File: src/standard_timer_pkg.sv
// Package: register map, field layouts and codes of the standard timer unit
package standard_timer_pkg;

  // ==========================================================
  // Register byte addresses on the Avalon-MM slave
  localparam logic [4:0] ADDR_CONTROL_ZERO = 5'h00;
  localparam logic [4:0] ADDR_CONTROL_ONE  = 5'h04;
  localparam logic [4:0] ADDR_COUNT_LOW    = 5'h08;
  localparam logic [4:0] ADDR_COUNT_HIGH   = 5'h0c;
  localparam logic [4:0] ADDR_CMPA_LOW     = 5'h10;
  localparam logic [4:0] ADDR_CMPA_HIGH    = 5'h14;
  localparam logic [4:0] ADDR_CMPP         = 5'h18;

  // ==========================================================
  // Widths, reset values and fixed patterns
  localparam int          COUNT_W        = 16;
  localparam logic [7:0]  BYTE_RESET     = 8'h00;
  localparam logic [15:0] COUNT_RESET    = 16'h0000;
  localparam logic [15:0] COUNT_ONE      = 16'h0001;
  localparam logic [7:0]  LOW_BYTE_ZERO  = 8'h00;
  localparam logic [2:0]  CTRL0_UNUSED   = 3'h0;
  localparam logic [31:0] READ_ZERO      = 32'h0000_0000;

  // ==========================================================
  // Clock dividers
  localparam logic [1:0]  SYS_DIV4_LAST  = 2'h3;
  localparam logic [5:0]  HIGH_DIV16_MSK = 6'h0f;
  localparam logic [5:0]  HIGH_DIV64_MSK = 6'h3f;
  localparam logic [5:0]  DIV_ZERO       = 6'h00;

  // ==========================================================
  // Encodings
  typedef enum logic [2:0] {
    CLK_SYS_DIV4  = 3'h0,
    CLK_SYS       = 3'h1,
    CLK_HIGH_D16  = 3'h2,
    CLK_HIGH_D64  = 3'h3,
    CLK_SUB_A     = 3'h4,
    CLK_SUB_B     = 3'h5,
    CLK_EXT_RISE  = 3'h6,
    CLK_EXT_FALL  = 3'h7
  } clock_source_e;

  typedef enum logic [1:0] {
    MODE_COMPARE  = 2'h0,
    MODE_UNDEF    = 2'h1,
    MODE_PWM      = 2'h2,
    MODE_TIMER    = 2'h3
  } operating_mode_e;

  typedef enum logic [1:0] {
    PIN_FN_00     = 2'h0,
    PIN_FN_01     = 2'h1,
    PIN_FN_10     = 2'h2,
    PIN_FN_11     = 2'h3
  } pin_function_e;

  // ==========================================================
  // Control register layouts
  typedef struct packed {
    logic          pause_control;
    clock_source_e clock_source_select;
    logic          module_on;
    logic [2:0]    unused;
  } control_zero_s;

  typedef struct packed {
    operating_mode_e operating_mode_select;
    pin_function_e   pin_function_select;
    logic            output_initial_level;
    logic            output_invert;
    logic            duty_period_swap;
    logic            clear_source_select;
  } control_one_s;

  localparam control_zero_s CTRL0_RESET = control_zero_s'(8'h00);
  localparam control_one_s  CTRL1_RESET = control_one_s'(8'h00);

endpackage : standard_timer_pkg

File: src/standard_timer_unit.sv
// Standard timer unit: 16-bit counter, compare A/P, output pin, Avalon-MM registers
//
// Overview of operation
// - Counter readable as low and high read-only bytes, reset to zero.
// - Compare A held in two read/write bytes, reset to zero.
// - Pause bit one halts counting; zero counts normally.
// - Pause keeps the count; resume continues from the kept value.
// - Three-bit field selects sys/4, sys, high/16, high/64, sub, pin edges.
// - Counter runs only while the on bit is one.
// - On bit rising clears the counter to zero.
// - On bit falling keeps the residual count.
// - On bit rising resets output pin to initial level in output modes.
// - Mode field: compare output, undefined, PWM/single pulse, timer.
// - Compare mode match A: none, low, high or toggle.
// - PWM mode pin function: inactive, active, PWM, single pulse.
// - Match requesting the present pin level shows no pin change.
// - Initial level bit sets compare start level or PWM active level.
// - Invert bit inverts the pin, except in timer mode.
// - Swap bit chooses which compare sets PWM period and duty.
// - Clear select: zero clears on P match, one on A match.
// - Control-zero bits 2 to 0 always read zero.
// - Timer mode drives no defined pin state; initial level unused.
// - Compare P matches counter high byte; compare A all sixteen bits.
// - Compare P of zero clears by overflow.
// - Low bytes pass a buffer; high byte access moves it.
`timescale 1ns/1ps

module standard_timer_unit (
  // Clock and reset
  input  wire logic        clk,
  input  wire logic        rst,
  // Avalon-MM slave
  input  wire logic [4:0]  address,
  input  wire logic        read,
  input  wire logic        write,
  input  wire logic [31:0] writedata,
  input  wire logic [3:0]  byteenable,
  output logic      [31:0] readdata,
  output logic             waitrequest,
  // Clock enables from other oscillators
  input  wire logic        high_clock_tick,
  input  wire logic        sub_clock_tick,
  // Pins
  input  wire logic        external_clock_pin,
  output logic             timer_output_pin,
  output logic             timer_output_used
);

  // ==========================================================
  // Registers
  standard_timer_pkg::control_zero_s ctrl0_ff;
  standard_timer_pkg::control_one_s  ctrl1_ff;
  logic [15:0] count_ff;
  logic [15:0] cmpa_ff;
  logic [7:0]  cmpp_ff;
  logic [7:0]  count_buf_ff;
  logic [7:0]  cmpa_buf_ff;
  logic        on_prev_ff;
  logic        ext_prev_ff;
  logic [1:0]  sys_div_ff;
  logic [5:0]  high_div_ff;
  logic        level_ff;
  logic        pulse_done_ff;
  logic [31:0] readdata_ff;
  logic        waitrequest_ff;
  logic        pin_ff;
  logic        used_ff;

  // ==========================================================
  // Bus decode
  logic access_done;
  logic wr_en;
  logic rd_grant;

  assign access_done = (read | write) & ~waitrequest_ff;
  assign wr_en       = write & ~waitrequest_ff & byteenable[0];
  assign rd_grant    = read & waitrequest_ff;

  function automatic logic hit(input logic [4:0] a, input logic [4:0] reg_addr);
    hit = (a == reg_addr);
  endfunction : hit

  // Waitrequest: low for one cycle after each request
  always_ff @(posedge clk) begin
    if (rst) begin
      waitrequest_ff <= 1'b1;
    end else if (access_done) begin
      waitrequest_ff <= 1'b1;
    end else if (read | write) begin
      waitrequest_ff <= 1'b0;
    end
  end

  // Read mux, loaded when the answer is granted
  logic [31:0] nxt_readdata;

  always_comb begin
    nxt_readdata = standard_timer_pkg::READ_ZERO;
    case (address)
      standard_timer_pkg::ADDR_CONTROL_ZERO: begin
        nxt_readdata[7:0] = {ctrl0_ff[7:3], standard_timer_pkg::CTRL0_UNUSED};
      end
      standard_timer_pkg::ADDR_CONTROL_ONE: begin
        nxt_readdata[7:0] = ctrl1_ff;
      end
      standard_timer_pkg::ADDR_COUNT_LOW: begin
        nxt_readdata[7:0] = count_buf_ff;
      end
      standard_timer_pkg::ADDR_COUNT_HIGH: begin
        nxt_readdata[7:0] = count_ff[15:8];
      end
      standard_timer_pkg::ADDR_CMPA_LOW: begin
        nxt_readdata[7:0] = cmpa_buf_ff;
      end
      standard_timer_pkg::ADDR_CMPA_HIGH: begin
        nxt_readdata[7:0] = cmpa_ff[15:8];
      end
      standard_timer_pkg::ADDR_CMPP: begin
        nxt_readdata[7:0] = cmpp_ff;
      end
      default: begin
        nxt_readdata = standard_timer_pkg::READ_ZERO;
      end
    endcase
  end

  always_ff @(posedge clk) begin
    if (rst) begin
      readdata_ff <= standard_timer_pkg::READ_ZERO;
    end else if (rd_grant) begin
      readdata_ff <= nxt_readdata;
    end
  end

  // ==========================================================
  // Control and compare registers
  always_ff @(posedge clk) begin
    if (rst) begin
      ctrl0_ff <= standard_timer_pkg::CTRL0_RESET;
      ctrl1_ff <= standard_timer_pkg::CTRL1_RESET;
      cmpp_ff  <= standard_timer_pkg::BYTE_RESET;
    end else if (wr_en) begin
      if (hit(address, standard_timer_pkg::ADDR_CONTROL_ZERO)) begin
        ctrl0_ff <= {writedata[7:3], standard_timer_pkg::CTRL0_UNUSED};
      end
      if (hit(address, standard_timer_pkg::ADDR_CONTROL_ONE)) begin
        ctrl1_ff <= writedata[7:0];
      end
      if (hit(address, standard_timer_pkg::ADDR_CMPP)) begin
        cmpp_ff <= writedata[7:0];
      end
    end
  end

  // Compare A pair with its low-byte buffer
  always_ff @(posedge clk) begin
    if (rst) begin
      cmpa_ff     <= standard_timer_pkg::COUNT_RESET;
      cmpa_buf_ff <= standard_timer_pkg::BYTE_RESET;
    end else begin
      if (wr_en && hit(address, standard_timer_pkg::ADDR_CMPA_LOW)) begin
        cmpa_buf_ff <= writedata[7:0];
      end else if (rd_grant && hit(address, standard_timer_pkg::ADDR_CMPA_HIGH)) begin
        cmpa_buf_ff <= cmpa_ff[7:0];
      end
      if (wr_en && hit(address, standard_timer_pkg::ADDR_CMPA_HIGH)) begin
        cmpa_ff <= {writedata[7:0], cmpa_buf_ff};
      end
    end
  end

  // Counter low-byte snapshot on high-byte read
  always_ff @(posedge clk) begin
    if (rst) begin
      count_buf_ff <= standard_timer_pkg::BYTE_RESET;
    end else if (rd_grant && hit(address, standard_timer_pkg::ADDR_COUNT_HIGH)) begin
      count_buf_ff <= count_ff[7:0];
    end
  end

  // ==========================================================
  // Clock source selection
  logic sys_div4_tick;
  logic high_d16_tick;
  logic high_d64_tick;
  logic ext_rise;
  logic ext_fall;
  logic count_tick;

  always_ff @(posedge clk) begin
    if (rst) begin
      sys_div_ff  <= 2'h0;
      high_div_ff <= standard_timer_pkg::DIV_ZERO;
      ext_prev_ff <= 1'b0;
    end else begin
      sys_div_ff  <= sys_div_ff + 2'h1;
      ext_prev_ff <= external_clock_pin;
      if (high_clock_tick) begin
        high_div_ff <= high_div_ff + 6'h01;
      end
    end
  end

  assign sys_div4_tick = (sys_div_ff == standard_timer_pkg::SYS_DIV4_LAST);
  assign high_d16_tick = high_clock_tick &&
                         ((high_div_ff & standard_timer_pkg::HIGH_DIV16_MSK) ==
                          standard_timer_pkg::HIGH_DIV16_MSK);
  assign high_d64_tick = high_clock_tick &&
                         (high_div_ff == standard_timer_pkg::HIGH_DIV64_MSK);
  assign ext_rise      = external_clock_pin & ~ext_prev_ff;
  assign ext_fall      = ~external_clock_pin & ext_prev_ff;

  // Sub clock answers to two codes; pin edges come from the previous-sample register
  always_comb begin
    case (ctrl0_ff.clock_source_select)
      standard_timer_pkg::CLK_SYS_DIV4: count_tick = sys_div4_tick;
      standard_timer_pkg::CLK_SYS:      count_tick = 1'b1;
      standard_timer_pkg::CLK_HIGH_D16: count_tick = high_d16_tick;
      standard_timer_pkg::CLK_HIGH_D64: count_tick = high_d64_tick;
      standard_timer_pkg::CLK_SUB_A:    count_tick = sub_clock_tick;
      standard_timer_pkg::CLK_SUB_B:    count_tick = sub_clock_tick;
      standard_timer_pkg::CLK_EXT_RISE: count_tick = ext_rise;
      standard_timer_pkg::CLK_EXT_FALL: count_tick = ext_fall;
      default:                          count_tick = 1'b0;
    endcase
  end

  // ==========================================================
  // Counter and comparators
  logic        on_rise;
  logic        running;
  logic [15:0] count_inc;
  logic        match_a;
  logic        match_p;
  logic        clear_hit;
  logic        pwm_mode;

  assign on_rise   = ctrl0_ff.module_on & ~on_prev_ff;
  // Compares look at count+1 so a clearing match replaces the increment on the same edge
  assign running   = ctrl0_ff.module_on & ~ctrl0_ff.pause_control & count_tick;
  assign count_inc = count_ff + standard_timer_pkg::COUNT_ONE;
  assign match_a   = (count_inc == cmpa_ff);
  assign match_p   = (count_inc == {cmpp_ff, standard_timer_pkg::LOW_BYTE_ZERO});
  assign pwm_mode  = (ctrl1_ff.operating_mode_select == standard_timer_pkg::MODE_PWM);

  always_comb begin
    if (pwm_mode) begin
      clear_hit = ctrl1_ff.duty_period_swap ? match_a : match_p;
    end else begin
      clear_hit = ctrl1_ff.clear_source_select ? match_a : match_p;
    end
  end

  always_ff @(posedge clk) begin
    if (rst) begin
      on_prev_ff <= 1'b0;
    end else begin
      on_prev_ff <= ctrl0_ff.module_on;
    end
  end

  always_ff @(posedge clk) begin
    if (rst) begin
      count_ff <= standard_timer_pkg::COUNT_RESET;
    end else if (on_rise) begin
      count_ff <= standard_timer_pkg::COUNT_RESET;
    end else if (running) begin
      if (clear_hit) begin
        count_ff <= standard_timer_pkg::COUNT_RESET;
      end else begin
        count_ff <= count_inc;
      end
    end
  end
  // Off or paused: count simply holds

  // ==========================================================
  // PWM duty and period, 17 bits so zero in compare P means 65536
  logic [16:0] duty_value;
  logic        pwm_active;

  always_comb begin
    if (ctrl1_ff.duty_period_swap) begin
      duty_value = (cmpp_ff == standard_timer_pkg::BYTE_RESET) ? 17'h10000 :
                   {1'b0, cmpp_ff, standard_timer_pkg::LOW_BYTE_ZERO};
    end else begin
      duty_value = {1'b0, cmpa_ff};
    end
  end

  assign pwm_active = ({1'b0, count_ff} < duty_value);

  // ==========================================================
  // Output level before inversion
  always_ff @(posedge clk) begin
    if (rst) begin
      level_ff      <= 1'b0;
      pulse_done_ff <= 1'b0;
    end else if (on_rise) begin
      level_ff      <= ctrl1_ff.output_initial_level;
      pulse_done_ff <= 1'b0;
    end else begin
      case (ctrl1_ff.operating_mode_select)
        standard_timer_pkg::MODE_COMPARE: begin
          if (running && match_a) begin
            case (ctrl1_ff.pin_function_select)
              standard_timer_pkg::PIN_FN_01: level_ff <= 1'b0;
              standard_timer_pkg::PIN_FN_10: level_ff <= 1'b1;
              standard_timer_pkg::PIN_FN_11: level_ff <= ~level_ff;
              default:                       level_ff <= level_ff;
            endcase
          end
        end
        standard_timer_pkg::MODE_PWM: begin
          case (ctrl1_ff.pin_function_select)
            standard_timer_pkg::PIN_FN_00: level_ff <= ~ctrl1_ff.output_initial_level;
            standard_timer_pkg::PIN_FN_01: level_ff <= ctrl1_ff.output_initial_level;
            standard_timer_pkg::PIN_FN_10: begin
              level_ff <= ctrl0_ff.module_on && pwm_active ?
                          ctrl1_ff.output_initial_level : ~ctrl1_ff.output_initial_level;
            end
            default: begin
              if (running && clear_hit) begin
                pulse_done_ff <= 1'b1;
              end
              level_ff <= ctrl0_ff.module_on && !pulse_done_ff && pwm_active ?
                          ctrl1_ff.output_initial_level : ~ctrl1_ff.output_initial_level;
            end
          endcase
        end
        default: begin
          level_ff <= level_ff;
        end
      endcase
    end
  end

  // ==========================================================
  // Pin drive, registered; timer mode leaves the pin unused
  logic timer_mode;

  assign timer_mode = (ctrl1_ff.operating_mode_select == standard_timer_pkg::MODE_TIMER);

  always_ff @(posedge clk) begin
    if (rst) begin
      pin_ff  <= 1'b0;
      used_ff <= 1'b0;
    end else if (timer_mode) begin
      pin_ff  <= 1'b0;
      used_ff <= 1'b0;
    end else begin
      pin_ff  <= level_ff ^ ctrl1_ff.output_invert;
      used_ff <= 1'b1;
    end
  end

  assign readdata          = readdata_ff;
  assign waitrequest       = waitrequest_ff;
  assign timer_output_pin  = pin_ff;
  assign timer_output_used = used_ff;

endmodule : standard_timer_unit

File: config.mk
export PLATFORM = sky130hd
export DESIGN_NAME = standard_timer_unit
export DESIGN_NICKNAME = d
export VERILOG_FILES = /design/src/standard_timer_pkg.sv /design/src/standard_timer_unit.sv
export SDC_FILE = /design/constraint.sdc
export NUM_CORES = 1
export LEC_CHECK = 0
export BUFFER_PORTS_ARGS = -buffer_cell sky130_fd_sc_hd__buf_4
export CAP_MARGIN = 20
export CELL_PAD_IN_SITES_DETAIL_PLACEMENT = 1
export CELL_PAD_IN_SITES_GLOBAL_PLACEMENT = 1
export CORE_MARGIN = 5
export CORE_UTILIZATION = 39
export DETAILED_ROUTE_END_ITERATION = 8
export PLACE_DENSITY_LB_ADDON = 0.1
export SLEW_MARGIN = 10
export SYNTH_ARGS = -nofsm -noshare
export SYNTH_HDL_FRONTEND = slang
export SYNTH_SLANG_ARGS = --single-unit
File: constraint.sdc
create_clock -name clk -period 2.5 [get_ports clk]
set_clock_uncertainty 0.15 [all_clocks]
set_input_delay 0.375 -clock clk [delete_from_list [all_inputs] [get_ports clk]]
set_output_delay 0.375 -clock clk [all_outputs]
set_load 0.03 [all_outputs]
==> flow_metrics.py <==
metrics = {
    "critical_path": {
        "cp-start-kind": "register",
        "slowest_delay_ns": 0.44,
        "crit_chain": "buf_12 > nand2b_1 > ha_1 > o21ai_0 > o21ai_1 > a21oi_2 > or4_4 > a31oi_4 > xor2_1 > o21ai_0 > mux2i_1",
        "worstPathMaxFanout": 9,
        "crit_required_ns": 2.63,
        "cp_common_cell": "o21ai_0",
        "critPathCaptureType": "register",
        "critical_path_arrival_ns": 2.70,
        "crit_path_top_delay_cell": "or4_4",
        "path_class": "register to register",
    },
    "synthesis": {
        "yosysSeqAreaShare_pct": 32.2,
        "async_flop_share_pct": 0,
        "synth_top_area_share_pct": 32.2,
        "synth-xor-area-share_pct": 8.15,
        "synth_top_flop_cell": "dfxtp_1",
        "synth_top_family_by_area": "simple AND/OR/NAND/NOR gates",
        "avgSynthCellArea_um2": 8.21,
        "synth-simple-area-share_pct": 24.5,
        "synth_cell_type_count": 67,
        "syn_inst": 696,
        "synthMuxAreaShare_pct": 10.9,
        "syn_area_um2": 5710,
        "synth-seq-cells": 92,
        "synth_warnings": 0,
        "synth_compound_area_share_pct": 13.5,
        "synth.largest_area_cell": "dfxtp_1",
        "synth_area_leaders": "dfxtp_1, mux2i_1, nand2_1",
        "yosys.area_share.adder_pct": 3.94,
        "synth-edff-count": 0,
    },
    "global_route": {
        "track_usage_pct": 23.0,
        "grt_pass1_vias": 5712,
        "grt_pass1_wl_um": 30300,
        "grt_overflow": 0,
        "grt_max_degree": 43,
        "antenna_found_initial": 0,
    },
    "min_path": {
        "hold_class": "input port to register",
    },
    "clocking": {
        "clock_sinks": 92,
        "cts.clk_slew.worst_paths_ns": 0.07,
        "cts_tree": "built",
        "ctsHoldBuffers": 0,
        "clockBufferDepth": 2,
        "cts-buffers-inserted": 9,
        "clkLatencyLatePin_ns": 0.36,
        "htreeDepth": 3,
        "cts_root_buf": "clkbuf_16",
    },
    "drt": {
        "drt_wl_total_um": 18800,
        "wl_per_cell_um": 18.9,
        "antenna_left": 0,
        "routed_via_density": 5.40,
        "first_iter_violations": 261,
        "firstDrtPassIters": 4,
        "vias": 5379,
        "drc": 0,
    },
    "timing": {
        "setup_viol": 17,
        "min_period_ns": 2.57,
        "rsz0062_at_grt": "yes",
        "finalHoldViolCount": 0,
        "worstMarginPinSlew_ns": 0.591,
        "max_freq_mhz": 388,
        "tns_ns": -0.882,
        "post-route-period-util_pct": 103,
        "layout_setup_ws_ns": -0.0747,
        "finalMaxSlewViolations": 0,
        "relSlewSlack_pct": 60.2,
    },
    "die": {
        "start_util_pct": 39.6,
        "die_w_um": 131,
        "die_h_um": 131,
        "io_pins": 83,
        "rows": 44,
        "core_area_um2": 14400,
        "die-area_um2": 17200,
    },
    "final_layout": {
        "num_antenna_cells": 0,
        "final_common_cell": "buf_4",
        "drive_above_1_share_pct": 25.5,
        "synthToLayoutAreaGrowth_pct": 27.2,
        "fillers": 1722,
        "layout.nets": 873,
        "layout_common_cells": "buf_4, nand2_1, dfxtp_1, mux2i_1, nor2_1",
    },
    "run_status": {
        "status": "finished with violations",
        "violations": "negative setup slack",
    },
    "placed_design": {
        "pre_cts_slack_ns": -0.182,
        "gp_congestion": 0.880,
        "dp.final_hpwl_um": 14800,
        "port_buffers": 31,
    },
    "pwr": {
        "power.leakage_nw": 3.05,
        "p_total_mw": 3.21,
        "powerDensity_nw_per_um2": 441,
        "ir_drop_mv": 0.399,
    },
    "flow_run": {
        "maxCapViolCount": 0,
    },
}
## state kept, by name, summed over array words and instances (netlist names), 2 cells and up
register / cells
cmpa_buf_ff: 8
cmpa_ff: 16
cmpp_ff: 8
count_buf_ff: 8
count_ff: 16
ctrl0_ff: 5
ctrl1_ff: 8
high_div_ff: 6
readdata: 8
sys_div_ff: 2
## cell type report
cell class | instances | area (um2) | share of cell area [%]
clock inverters | 6 | 93.8 | 1.29
inverters | 4 | 15.0 | 0.207
flip-flops and latches | 92 | 1850 | 25.4
clock buffers | 10 | 229 | 3.15
well taps | 184 | 230 | 3.17
multi-input cells | 558 | 3710 | 51.1
repair buffers | 142 | 1140 | 15.7
## through the flow
| stage | cells | area, um2 | util [%] | hold WS [ns] |
|---|---|---|---|---|
| floorplan | 719 | 5860 | - | 0.249 |
| global placement | 976 | 6810 | 47.2 | 0.259 |
| detailed placement | 977 | 6810 | 47.2 | 0.265 |
| CTS | 994 | 7190 | 49.9 | 0.0814 |
| global route | 996 | 7270 | 50.4 | 0.0903 |
| finish | 996 | 7270 | 50.4 | 0.0994 |
## repair_timing
item	4_1_cts	5_1_grt
gates resized for setup	19	12
setup endpoints to repair	17	18
pin swaps	5	3
setup buffers	1	2
## synthesized netlist by cell type, types with 7 or more instances
master	instances
a211oi_1	9
a21oi_1	46
buf_1	7
buf_4	28
clkbuf_1	24
dfxtp_1	92
ha_1	18
mux2i_1	61
nand2_1	99
nand2b_1	15
nand3_1	13
nand4_1	13
nor2_1	62
nor2_2	11
nor2b_1	11
nor3_1	9
o21ai_0	29
o22ai_1	9
or3_1	7
xnor2_1	20
xor2_1	28
## path summary, 6_finish.rpt
kind / depth (start not counted) / from / slack, ns / to
worst max-delay path: 11 / ctrl1_ff[1] / -0.07 / level_ff
worst min register to register: 1 / sys_div_ff[0] / 0.27 / sys_div_ff[0]
worst max register to register: 11 / ctrl1_ff[1] / -0.07 / level_ff
worst min-delay path: 2 / external_clock_pin / 0.1 / ext_prev_ff
## logic make-up after synthesis
logic type | after synthesis
buffers and inverters | 69
adders and majority gates | 18
and+or+nand+nor | 280
muxes | 62
DFF | 92
xor gates and xnor gates | 50
AOI/OAI and AO/OA | 124
other | 1
## critical path, delay by kind of cell, from the launching register on
family | cells | cell delay (ns)
compound gates | 5 | 0.67
xor+xnor | 1 | 0.17
fa+ha+maj | 1 | 0.27
buf+inv | 1 | 0.14
flops | 1 | 0.35
mux | 1 | 0.15
simple gates | 2 | 0.58
## where the power goes
part           leakage [nW]  internal [mW]  switching [mW]
combinational          2.15         0.0644           0.141
sequential            0.746           1.48         0.00779
clock                 0.154          0.886           0.633
## routing by layer
metal | wire length, um | GRT usage, % | up-vias | share of wire (%)
li1 | - | - | 2619 | -
met1 | 8600 | 30.1 | 2649 | 46
met2 | 9180 | 38.1 | 87 | 49
met3 | 646 | 4.27 | 24 | 3.4
met4 | 408 | 7.62 | 0 | 2.2
met5 | 0 | 0 | - | 0
Power figures use the tool's default switching activity.
